--- src/rtl/ppip_pkg.sv ---
package ppip_pkg;

    // register byte offsets on the ahb-lite bus
    localparam logic [7:0] PPIP_OFS_STATUS  = 8'h00;
    localparam logic [7:0] PPIP_OFS_DATA    = 8'h04;
    localparam logic [7:0] PPIP_OFS_DECODE  = 8'h08;
    localparam logic [7:0] PPIP_OFS_IRQ_ST  = 8'h0c;
    localparam logic [7:0] PPIP_OFS_IRQ_MSK = 8'h10;

    // decoder register codes
    localparam logic [7:0] PPIP_CODE_READ = 8'h01;
    localparam logic [7:0] PPIP_CODE_ACK  = 8'h02;

    // status register field positions
    localparam int PPIP_ST_BYTE_WAIT_N = 0;
    localparam int PPIP_ST_BUSY        = 1;
    localparam int PPIP_ST_ACK_N       = 2;
    localparam int PPIP_ST_MODE        = 3;
    localparam int PPIP_ST_STROBE_N    = 4;

    // interrupt status field positions
    localparam int PPIP_IRQ_BYTE = 0;
    localparam int PPIP_IRQ_ACK  = 1;

    // reset values
    localparam logic [7:0] PPIP_DATA_RST = 8'h00;
    localparam logic [1:0] PPIP_MSK_RST  = 2'h0;

    // acknowledge pulse width: least 1 us at 200 mhz (5 ns)
    localparam int PPIP_CLK_PERIOD_NS = 5;
    localparam int PPIP_ACK_PULSE_NS  = 1000;
    localparam int PPIP_ACK_CYCLES    =
        (PPIP_ACK_PULSE_NS + PPIP_CLK_PERIOD_NS - 1) / PPIP_CLK_PERIOD_NS;
    localparam int PPIP_ACK_CNT_W     = 8;

    // host-side parallel pins grouped together
    typedef struct packed {
        logic [7:0] data;
        logic       strobe_n;
        logic       protocol_select_pin;
    } ppip_host_in_s;

    typedef struct packed {
        logic busy;
        logic host_ack_n;
    } ppip_host_out_s;

    // acknowledge sequencer states
    typedef enum logic [1:0] {
        PPIP_ACK_IDLE,
        PPIP_ACK_LOW,
        PPIP_ACK_WAIT_STB
    } ppip_ack_e;

endpackage

--- src/rtl/ppip_ahb_slave.sv ---
module ppip_ahb_slave
    import ppip_pkg::*;
(
    // clock and reset
    input  wire logic        hclk,
    input  wire logic        hresetn,
    // ahb-lite slave side
    input  wire logic        hsel,
    input  wire logic [31:0] haddr,
    input  wire logic [1:0]  htrans,
    input  wire logic        hwrite,
    input  wire logic        hready,
    // decoded data phase strobes
    output logic             wr_en,
    output logic             rd_en,
    output logic [7:0]       ofs
);

    // captured address phase
    logic       ph_wr;
    logic       ph_rd;
    logic [7:0] ph_ofs;

    // transfer starts on nonseq or seq with hready
    wire start = hsel & hready & htrans[1];

    // hold address phase for the single-cycle data phase
    always_ff @(posedge hclk or negedge hresetn) begin
        if (!hresetn) begin
            ph_wr  <= 1'b0;
            ph_rd  <= 1'b0;
            ph_ofs <= 8'h00;
        end else begin
            ph_wr  <= start & hwrite;
            ph_rd  <= start & ~hwrite;
            ph_ofs <= haddr[7:0];
        end
    end

    // zero wait states, so every data phase completes at once
    assign wr_en = ph_wr;
    assign rd_en = ph_rd;
    assign ofs   = ph_ofs;

endmodule

--- src/rtl/ppip_strobe_det.sv ---
module ppip_strobe_det
    import ppip_pkg::*;
(
    // clock and reset
    input  wire logic hclk,
    input  wire logic hresetn,
    // strobe level from the host
    input  wire logic strobe_n,
    // edge pulses
    output logic      fall,
    output logic      rise
);

    // previous strobe level, idle high
    logic prev;

    // inputs are synchronous, one register finds the edges
    always_ff @(posedge hclk or negedge hresetn) begin
        if (!hresetn) begin
            prev <= 1'b1;
        end else begin
            prev <= strobe_n;
        end
    end

    assign fall = prev & ~strobe_n;
    assign rise = ~prev & strobe_n;

endmodule

--- src/rtl/ppip_top.sv ---
module ppip_top
    import ppip_pkg::*;
(
    // clock and reset
    input  wire logic           hclk,
    input  wire logic           hresetn,
    // ahb-lite slave
    input  wire logic           hsel,
    input  wire logic [31:0]    haddr,
    input  wire logic [1:0]     htrans,
    input  wire logic [2:0]     hsize,
    input  wire logic           hwrite,
    input  wire logic           hready,
    input  wire logic [31:0]    hwdata,
    output logic      [31:0]    hrdata,
    output logic                hreadyout,
    output logic                hresp,
    // parallel host port
    input  wire ppip_host_in_s  host_in,
    output ppip_host_out_s      host_out,
    // processor side strobe and interrupt
    output logic                data_read_n,
    output logic                irq
);

    ////////////////////////////////////////////////////////////////////////
    // bus decode
    // the slave never stretches a transfer, so every access ends after
    // one data phase; hsize is not decoded because only whole words are
    // used and each register sits alone in its own aligned word

    logic       wr_en;                  // data phase write
    logic       rd_en;                  // data phase read
    logic [7:0] ofs;                    // data phase offset

    ppip_ahb_slave u_bus (
        .hclk    (hclk),
        .hresetn (hresetn),
        .hsel    (hsel),
        .haddr   (haddr),
        .htrans  (htrans),
        .hwrite  (hwrite),
        .hready  (hready),
        .wr_en   (wr_en),
        .rd_en   (rd_en),
        .ofs     (ofs)
    );

    // named register selects
    // only the low byte of the address is decoded, so the block
    // repeats through its address window
    wire sel_status = (ofs == PPIP_OFS_STATUS);
    wire sel_data   = (ofs == PPIP_OFS_DATA);
    wire sel_decode = (ofs == PPIP_OFS_DECODE);
    wire sel_irq_st = (ofs == PPIP_OFS_IRQ_ST);
    wire sel_msk    = (ofs == PPIP_OFS_IRQ_MSK);

    // decoder register commands
    wire cmd_read = wr_en & sel_decode & (hwdata[7:0] == PPIP_CODE_READ);
    wire cmd_ack  = wr_en & sel_decode & (hwdata[7:0] == PPIP_CODE_ACK);

    // a direct read of the data register acts as the read code too
    // both paths end in the same strobe, so software may use either;
    // a read of any other offset has no side effect at all
    wire data_rd  = cmd_read | (rd_en & sel_data);

    ////////////////////////////////////////////////////////////////////////
    // strobe edges and mode

    // host pins arrive already synchronous to hclk, so a single stage
    // of history is enough to find both edges of the strobe; a host on
    // a foreign clock would need a two-stage synchroniser in front
    logic stb_fall;                     // strobe went low
    logic stb_rise;                     // strobe returned high

    ppip_strobe_det u_stb (
        .hclk     (hclk),
        .hresetn  (hresetn),
        .strobe_n (host_in.strobe_n),
        .fall     (stb_fall),
        .rise     (stb_rise)
    );

    // interlocked mode while the select pin is high; changing the pin
    // in the middle of a transfer is not supported
    wire protocol_select = host_in.protocol_select_pin;

    ////////////////////////////////////////////////////////////////////////
    // data latch and byte-waiting flag

    logic [7:0] data_latch;             // held byte
    logic       byte_wait;              // high when a byte waits
    logic       busy;                   // busy mode output
    logic       ack_n;                  // acknowledge to host

    // interlocked: latch transparent while strobe low; busy: rise edge
    wire lat_open = protocol_select & ~host_in.strobe_n;
    wire capture  = ~protocol_select & stb_rise & ~busy;
    // interlocked byte arrives on the falling strobe
    wire arrive   = (protocol_select & stb_fall) | capture;

    // latch data; a transparent latch is modelled by sampling each cycle
    // while the strobe is low, which keeps the design free of real
    // latches at the cost of one cycle of delay behind the pins
    always_ff @(posedge hclk or negedge hresetn) begin
        if (!hresetn) begin
            data_latch <= PPIP_DATA_RST;
        end else if (lat_open | capture) begin
            data_latch <= host_in.data;
        end
    end

    // flag sets on arrival; arrival wins over the read clear
    always_ff @(posedge hclk or negedge hresetn) begin
        if (!hresetn) begin
            byte_wait <= 1'b0;
        end else if (arrive) begin
            // a byte landing in the read cycle must not be lost
            byte_wait <= 1'b1;
        end else if (data_rd) begin
            byte_wait <= 1'b0;
        end
    end

    ////////////////////////////////////////////////////////////////////////
    // busy output

    logic       ack_n_d;                // acknowledge one cycle ago

    // delayed ack finds the first low cycle of the pulse
    always_ff @(posedge hclk or negedge hresetn) begin
        if (!hresetn) begin
            ack_n_d <= 1'b1;
        end else begin
            ack_n_d <= ack_n;
        end
    end

    // only the leading edge of the ack pulse clears busy: a host that
    // sees busy drop may strobe the next byte while ack is still low,
    // and that byte must keep busy high until its own acknowledge
    wire ack_lead = ~protocol_select & ~ack_n & ack_n_d;

    // busy register set by capture, cleared by the ack pulse
    always_ff @(posedge hclk or negedge hresetn) begin
        if (!hresetn) begin
            busy <= 1'b0;
        end else if (capture) begin
            busy <= 1'b1;
        end else if (ack_lead) begin
            busy <= 1'b0;
        end
    end

    // combinational term raises busy in the capture cycle itself;
    // ignoring strobes while busy protects against a rude host
    wire busy_out = busy | capture;

    ////////////////////////////////////////////////////////////////////////
    // acknowledge sequencer

    ppip_ack_e                 ack_state;
    ppip_ack_e                 next_ack_state;
    logic [PPIP_ACK_CNT_W-1:0] ack_cnt;     // pulse width count
    logic [PPIP_ACK_CNT_W-1:0] next_ack_cnt;

    localparam logic [PPIP_ACK_CNT_W-1:0] ACK_LAST =
        PPIP_ACK_CNT_W'(PPIP_ACK_CYCLES - 1);

    // interlocked: ack stays low until the host raises strobe;
    // busy mode: fixed-width low pulse
    // an ack code that arrives while a pulse runs is dropped, so a
    // double write cannot stretch or restart the pulse; the mode is
    // read only when the pulse starts
    always_comb begin
        next_ack_state = ack_state;
        next_ack_cnt   = ack_cnt;
        unique case (ack_state)
            PPIP_ACK_IDLE: begin
                if (cmd_ack) begin
                    next_ack_cnt   = '0;
                    next_ack_state = protocol_select ? PPIP_ACK_WAIT_STB
                                                     : PPIP_ACK_LOW;
                end
            end
            PPIP_ACK_LOW: begin
                next_ack_cnt = ack_cnt + 1'b1;
                if (ack_cnt == ACK_LAST) begin
                    next_ack_state = PPIP_ACK_IDLE;
                end
            end
            PPIP_ACK_WAIT_STB: begin
                // host answers by raising strobe, ending the handshake
                if (host_in.strobe_n) begin
                    next_ack_state = PPIP_ACK_IDLE;
                end
            end
        endcase
    end

    // sequencer registers
    always_ff @(posedge hclk or negedge hresetn) begin
        if (!hresetn) begin
            ack_state <= PPIP_ACK_IDLE;
            ack_cnt   <= '0;
        end else begin
            ack_state <= next_ack_state;
            ack_cnt   <= next_ack_cnt;
        end
    end

    // ack low while not idle; driven from the next state so the pin
    // falls at the same edge as the state changes, with no glitches
    always_ff @(posedge hclk or negedge hresetn) begin
        if (!hresetn) begin
            ack_n <= 1'b1;
        end else begin
            ack_n <= (next_ack_state == PPIP_ACK_IDLE);
        end
    end

    ////////////////////////////////////////////////////////////////////////
    // data-read strobe

    // one-cycle low pulse per read command; back-to-back reads merge
    // into one longer pulse, so software leaves a gap between them
    always_ff @(posedge hclk or negedge hresetn) begin
        if (!hresetn) begin
            data_read_n <= 1'b1;
        end else begin
            data_read_n <= ~data_rd;
        end
    end

    ////////////////////////////////////////////////////////////////////////
    // interrupts

    logic [1:0] irq_st;                 // sticky events
    logic [1:0] irq_msk;                // enables

    wire [1:0] irq_set = {ack_n & (next_ack_state != PPIP_ACK_IDLE), arrive};
    wire [1:0] irq_clr = (wr_en & sel_irq_st) ? hwdata[1:0] : 2'h0;

    // bit 0 marks a byte arrival, bit 1 the start of an acknowledge;
    // set wins over a write-one clear in the same cycle, so an event
    // that lands during the clear write is never lost
    always_ff @(posedge hclk or negedge hresetn) begin
        if (!hresetn) begin
            irq_st <= 2'h0;
        end else begin
            irq_st <= (irq_st & ~irq_clr) | irq_set;
        end
    end

    // mask register
    always_ff @(posedge hclk or negedge hresetn) begin
        if (!hresetn) begin
            irq_msk <= PPIP_MSK_RST;
        end else if (wr_en & sel_msk) begin
            irq_msk <= hwdata[1:0];
        end
    end

    // level output, stays high until software clears the cause
    assign irq = |(irq_st & irq_msk);

    ////////////////////////////////////////////////////////////////////////
    // read mux and outputs

    // status word, flag shown active low as the processor expects
    wire [31:0] status_word = {27'h0, host_in.strobe_n, protocol_select,
                               ack_n, busy_out, ~byte_wait};

    // unmapped offsets read zero, and nothing is driven outside the
    // read data phase, so a stray read shows an idle bus
    assign hrdata = ~rd_en     ? 32'h0 :
                    sel_status ? status_word :
                    sel_data   ? {24'h0, data_latch} :
                    sel_irq_st ? {30'h0, irq_st} :
                    sel_msk    ? {30'h0, irq_msk} : 32'h0;

    // zero wait states and always an okay response
    assign hreadyout           = 1'b1;
    assign hresp               = 1'b0;
    assign host_out.busy       = busy_out;
    assign host_out.host_ack_n = ack_n;

endmodule

--- config.mk ---
export PLATFORM = sky130hd
export DESIGN_NAME = ppip_top
export DESIGN_NICKNAME = d
export VERILOG_FILES = /design/src/rtl/ppip_pkg.sv /design/src/rtl/ppip_ahb_slave.sv /design/src/rtl/ppip_strobe_det.sv /design/src/rtl/ppip_top.sv
export SDC_FILE = /design/constraint.sdc
export NUM_CORES = 1
export LEC_CHECK = 0
export CAP_MARGIN = 20
export CORE_ASPECT_RATIO = 2
export CORE_MARGIN = 2
export CORE_UTILIZATION = 30
export DETAILED_ROUTE_END_ITERATION = 12
export DONT_BUFFER_PORTS = 1
export PLACE_DENSITY_LB_ADDON = 0.25
export SYNTH_ARGS = -nofsm -noshare
export SYNTH_HDL_FRONTEND = slang
export SYNTH_SLANG_ARGS = --single-unit
--- constraint.sdc ---
create_clock -name hclk -period 1.6 [get_ports hclk]
set_input_delay 0.16 -clock hclk [delete_from_list [all_inputs] [get_ports hclk]]
set_output_delay 0.16 -clock hclk [all_outputs]
set_load 0.005 [all_outputs]
Word level (Yosys, flattened, before mapping)
Index checks and enable logic that the tools add are counted.
{"block": "totals", "register_bits": 38, "inputBits": 84, "output_inout_bits": 38, "wordCells": 86}
{"block": "classes", "addsub": 1, "eq_ne": 10, "n_mux": 17, "bitwise_logic": 35, "n_reduce_logical": 9}
{"op": "$mux 8", "count": 4}
{"op": "$and 1x1->1", "count": 19}
{"op": "$eq 8x4->1 const B", "count": 2}
{"op": "$pmux 8 s2", "count": 1}
{"op": "$mux 2", "count": 7}
{"op": "$add 8x1->8 const B", "count": 1}
{"op": "$eq 8x1->1 const B", "count": 1}
{"op": "$eq 8x2->1 const B", "count": 1}
{"op": "$eq 8x3->1 const B", "count": 1}
{"op": "$eq 8x5->1 const B", "count": 1}
{"op": "$eq 8x8->1 const B", "count": 1}
{"op": "$logic_not 8->1", "count": 1}
{"op": "$not 1->1", "count": 8}
{"op": "$reduce_bool 2->1", "count": 4}
{"op": "$pmux 2 s3", "count": 1}
{"op": "$and 2x2->2", "count": 2}
{"op": "$logic_not 2->1", "count": 2}
{"op": "$mux 1", "count": 4}
{"op": "$or 1x1->1", "count": 4}
{"op": "$eq 2x1->1 const B", "count": 1}
{"op": "$eq 2x2->1 const B", "count": 1}
{"op": "$ne 2x2->1 const B", "count": 1}
{"op": "$not 2->2", "count": 1}
{"op": "$or 2x2->2", "count": 1}
{"op": "other kinds (2)", "count": 2}

Depth between registers and ports, before layout
{"block": "logic_depth", "ltp_word": 8, "ltp_mapped": 7}

Cells and area by module
Synthesis repeated with hierarchy kept, for this count alone.
{"block": "unflattened", "hier_cells": 214, "hier_area_um2": 2192.1}
{"module": "ppip_top", "instances": 1, "cells_each": 199, "area_per_inst_um2": 1880.6, "seq_area_each_um2": 679.4}
{"module": "ppip_ahb_slave", "instances": 1, "cells_each": 12, "area_per_inst_um2": 270.3, "seq_area_each_um2": 250.2}
{"module": "ppip_strobe_det", "instances": 1, "cells_each": 3, "area_per_inst_um2": 41.3, "seq_area_each_um2": 26.3}

Worst setup path before layout
OpenSTA, ideal clock, no wires.
{"block": "synth_path", "kind": "register to output", "start": "register u_bus.ph_ofs[5] (netlist: u_bus.ofs[5])", "end": "output port hrdata[1]", "t_arrival_ps": 1652, "required_time_ps": 1440, "path_slack_ps": -212, "stages_incl_launch_ff": 5, "n_path_buf": 0, "path_cell_list": "dfrtp_1 or4_4 nor4_4 nand2_1 a221oi_2"}
{"block": "synth_via", "elab_chain_cells": 6, "word_cells_on_any_way": 9, "cone_classes": "eq/ne (3); mux (5); reduce/logical (1)"}
{"element": "from (decl)", "line": "ppip_ahb_slave.sv:22", "rtl": "logic [7:0] ph_ofs;"}
{"element": "from (signal assigned)", "line": "ppip_ahb_slave.sv:36", "rtl": "ph_ofs <= haddr[7:0];"}
{"element": "$eq 8x5->1", "line": "ppip_top.sv:56", "rtl": "wire sel_msk = (ofs == PPIP_OFS_IRQ_MSK);"}
{"element": "$mux 2", "line": "ppip_top.sv:280", "rtl": "sel_msk ? {30'h0, irq_msk} : 32'h0;"}
{"element": "$mux 2", "line": "ppip_top.sv:279", "rtl": "sel_irq_st ? {30'h0, irq_st} :"}
{"element": "$mux 8", "line": "ppip_top.sv:278", "rtl": "sel_data ? {24'h0, data_latch} :"}
{"element": "$mux 8 *", "line": "ppip_top.sv:277", "rtl": "sel_status ? status_word :"}
{"element": "$mux 8 *", "line": "ppip_top.sv:276", "rtl": "assign hrdata = ~rd_en ? 32'h0 :"}
{"element": "to (decl)", "line": "ppip_top.sv:15", "rtl": "output logic [31:0] hrdata,"}
Mark *: on every way between the ends. The rest lies on a longest branch, timed or not.

Final worst setup path
{"block": "layout_path", "start": "register u_bus.ph_ofs[7] (netlist: u_bus.ofs[7])", "end": "output port hrdata[1]"}
Same word-level chain as after synthesis.

==> reports/qor.csv <==
stage,metric,value,unit
timing,final hold viol count,0,
synth,top post-synthesis cells by area,"dfrtp_1, buf_4, mux2_2, dfstp_2, nand2_1",
cts,total CTS buffers,5,
die,Die X,65.8,um
finish,"commonest non-fill, non-tap cell in the layout",buf_4,
cts,"Clk Latency, worst-skew pair",0.28,ns
grt,vias in the first global route,1914,
finish,ant diodes,0,
run_status,failing checks,setup timing,
synth,async set-reset flop share out of synthesis,100,%
cts,CTS sink count,38,
timing,Pins Over Slew Limit,0,
synth,"Top FF cell, synth",dfrtp_1,
finish,Finished Core Util,40.3,%
grt,first-pass GRT wire length,9190,um
timing,Hold Slack,0.0225,ns
cts,clk root buf,clkbuf_16,
setup_path,kind of critical path,reg -> out,
timing,fmax,478,MHz
grt,GRT Residual Overflow,0,
timing,setup ws final,-0.494,ns
setup_path,Worst setup SP type,flip-flop,
place,DP HPWL,4160,um
finish,layout cells sized above 1,33.1,%
drt,Routed Antenna Nets,0,
die,Die ar.,8390,sq um
timing,fin crit share,131,%
cts,CTS H-tree depth,2,
finish,most frequent cells in the layout,"buf_4, dfrtp_1, conb_1",
setup_path,CP required,1.44,ns
die,area of the core,7490,sq um
timing,Final setup viols,18,
drt,via count,1899,
finish,Layout area overhead,31.9,%
place,Final GP Congestion,0.834,
synth,warnings from Yosys,0,
timing,fin crit period,2.09,ns
run_status,status,"finished, violations left",
power_and_ir_drop,VDD IR max,0.000781,V
cts,clk slew on worst S/H paths,0.06,ns
finish,nets,377,
grt,total global-route track usage,14.1,%
grt,initial antenna violation count,0,
flow_run,Max Cap Viol,0,
drt,Detailed Routing Iterations Pass 1,4,
place,PortBufs,0,
timing,Slew @ Worst Pin,0.490,ns
setup_path,CP Capture Type,primary output,
synth,Post-Synthesis Cells,235,
timing,clock skew,0.00754,ns
synth,Post-Synthesis Mean Instance Area,9.74,sq um
synth,Unique masters post-synth,46,
cts,Clock Path Buffers,2,
synth,post-synth top area share,37.2,%
grt,largest net degree at the start of global routing,39,
power_and_ir_drop,leakage,1.24,nW
cts,TritonCTS clock tree,built,
setup_path,"Max FO, Critical Path",5,
drt,Avg WL per Cell,14.6,um
die,Rows,45,
synth,mapped cell area,2290,sq um
synth,Yosys reg bits,38,
die,IO Pins,122,
power_and_ir_drop,Cell Pwr Density,779,nW/um^2
drt,Routed WL,5620,um
drt,DR iter-0 viols,103,
die,Starting Density,30.6,%
timing,max_slew headroom,66.8,%
synth,Synth area leader,dfrtp_1,
drt,# DRC,0,
timing,RSZ-0062 raised after global routing,yes,
drt,vias per cell,4.95,
hold_path,Hold Path Class,in -> reg,
setup_path,critical path arrival,1.93,ns
synth,"Seq/Total Area, Yosys",41.8,%
synth,"EDFF count, synth",0,
die,die height,128,um
## report_power, final
group / internal (mW) / total (mW) / leakage (nW) / switching, mW
combinational: 0.0869 / 0.178 / 0.739 / 0.0910
clock: 0.735 / 1.13 / 0.0760 / 0.399
sequential: 1.01 / 1.04 / 0.428 / 0.0300
total: 1.83 / 2.35 / 1.24 / 0.520
## cell usage after synthesis, types with 2 or more instances
cell / instances
mux2i_1: 2
nand4_1: 4
nor3b_1: 3
a211oi_1: 2
o21ai_0: 6
nor2b_1: 2
nor3_1: 5
ha_1: 4
o311a_1: 3
inv_1: 9
or2_2: 3
buf_4: 28
and3_1: 3
clkbuf_1: 4
buf_2: 2
o311ai_0: 2
nor4_4: 3
mux2_2: 10
and4_1: 2
a221o_1: 2
conb_1: 2
nor2_1: 16
nand2_1: 19
nand3_1: 12
nor4b_1: 3
dfstp_2: 4
nand2b_1: 5
and2_1: 3
o211ai_1: 8
dfrtp_1: 34
a22oi_1: 3
a21oi_1: 7
nor4_1: 7
## layer usage
layer | vias to the layer above | track usage, % | part of all wire [%]
met4 | 0 | 3.31 | 0.91
met3 | 5 | 2.82 | 4.3
li1 | 910 | - | -
met1 | 930 | 17.1 | 41
met2 | 54 | 24.9 | 54
met5 | - | 0 | 0
## per-stage QoR
step	power [mW]	area, sq um	setup WS (ns)	setup TNS (ns)	cells
3_3_place_gp	1.17	2580	-0.202	-2.89	359
4_1_cts	2.37	2950	-0.519	-4.98	382
5_1_grt	2.44	3020	-0.563	-7.21	384
2_1_floorplan	1.18	2400	-0.151	-1.29	259
3_5_place_dp	1.17	2580	-0.223	-3.51	359
6_report	2.35	3020	-0.494	-5.17	384
## kinds of logic after synthesis
logic type                 share of synthesized area, %
DFF                                                41.8
adders and majority gates                          2.19
and+or+nand+nor                                    23.3
buffers and inverters                              12.0
AOI/OAI and AO/OA                                  14.6
other                                             0.328
muxes                                              5.80
## path summary, 6_finish.rpt
path,startpoint,endpoint,slack [ns],cells past startpoint
min in group asynchronous,hresetn,ack_cnt[3],0.33,2
max in group asynchronous,hresetn,u_stb.prev,1.01,2
worst max-delay path,u_bus.ofs[7],hrdata[1],-0.49,4
worst max register to register,u_bus.ofs[7],irq_st[0],-0.36,6
worst min-delay path,host_in[3],data_latch[1],0.02,1
worst min register to register,ack_n,ack_n_d,0.43,0
## flip-flops by register name (all words and copies together), names as in the netlist, 2 cells and up
| signal | cells |
|---|---|
| u_bus.ofs | 8 |
| ack_cnt | 8 |
| irq_st | 2 |
| data_latch | 8 |
| ack_state | 2 |
| irq_msk | 2 |
## what timing repair did
item / 4_1_cts / 5_1_grt
hold buffers: 13 / 0
buffers inserted: 2 / 3
endpoints found under the hold margin: 50 / 0
resized for setup: 13 / 11
pin swaps: 0 / 11
setup endpoints to repair: 32 / 25
## worst max-delay path, cell delays in order (launching register included)
cell      delay (ns)
dfrtp_1         0.40
or4_4           0.60
nor4_4          0.22
nand2_1         0.11
a221oi_2        0.33
## cell type report
type / count / area (sq um)
fill: 735 / 4470
timing repair buffer: 58 / 485
inverter: 9 / 33.8
multi-input combinational: 177 / 1260
sequential: 38 / 956
clock inverter: 3 / 45.0
clock buffer: 5 / 125
tap: 94 / 118
No activity file was read; power rests on OpenSTA's default activity.
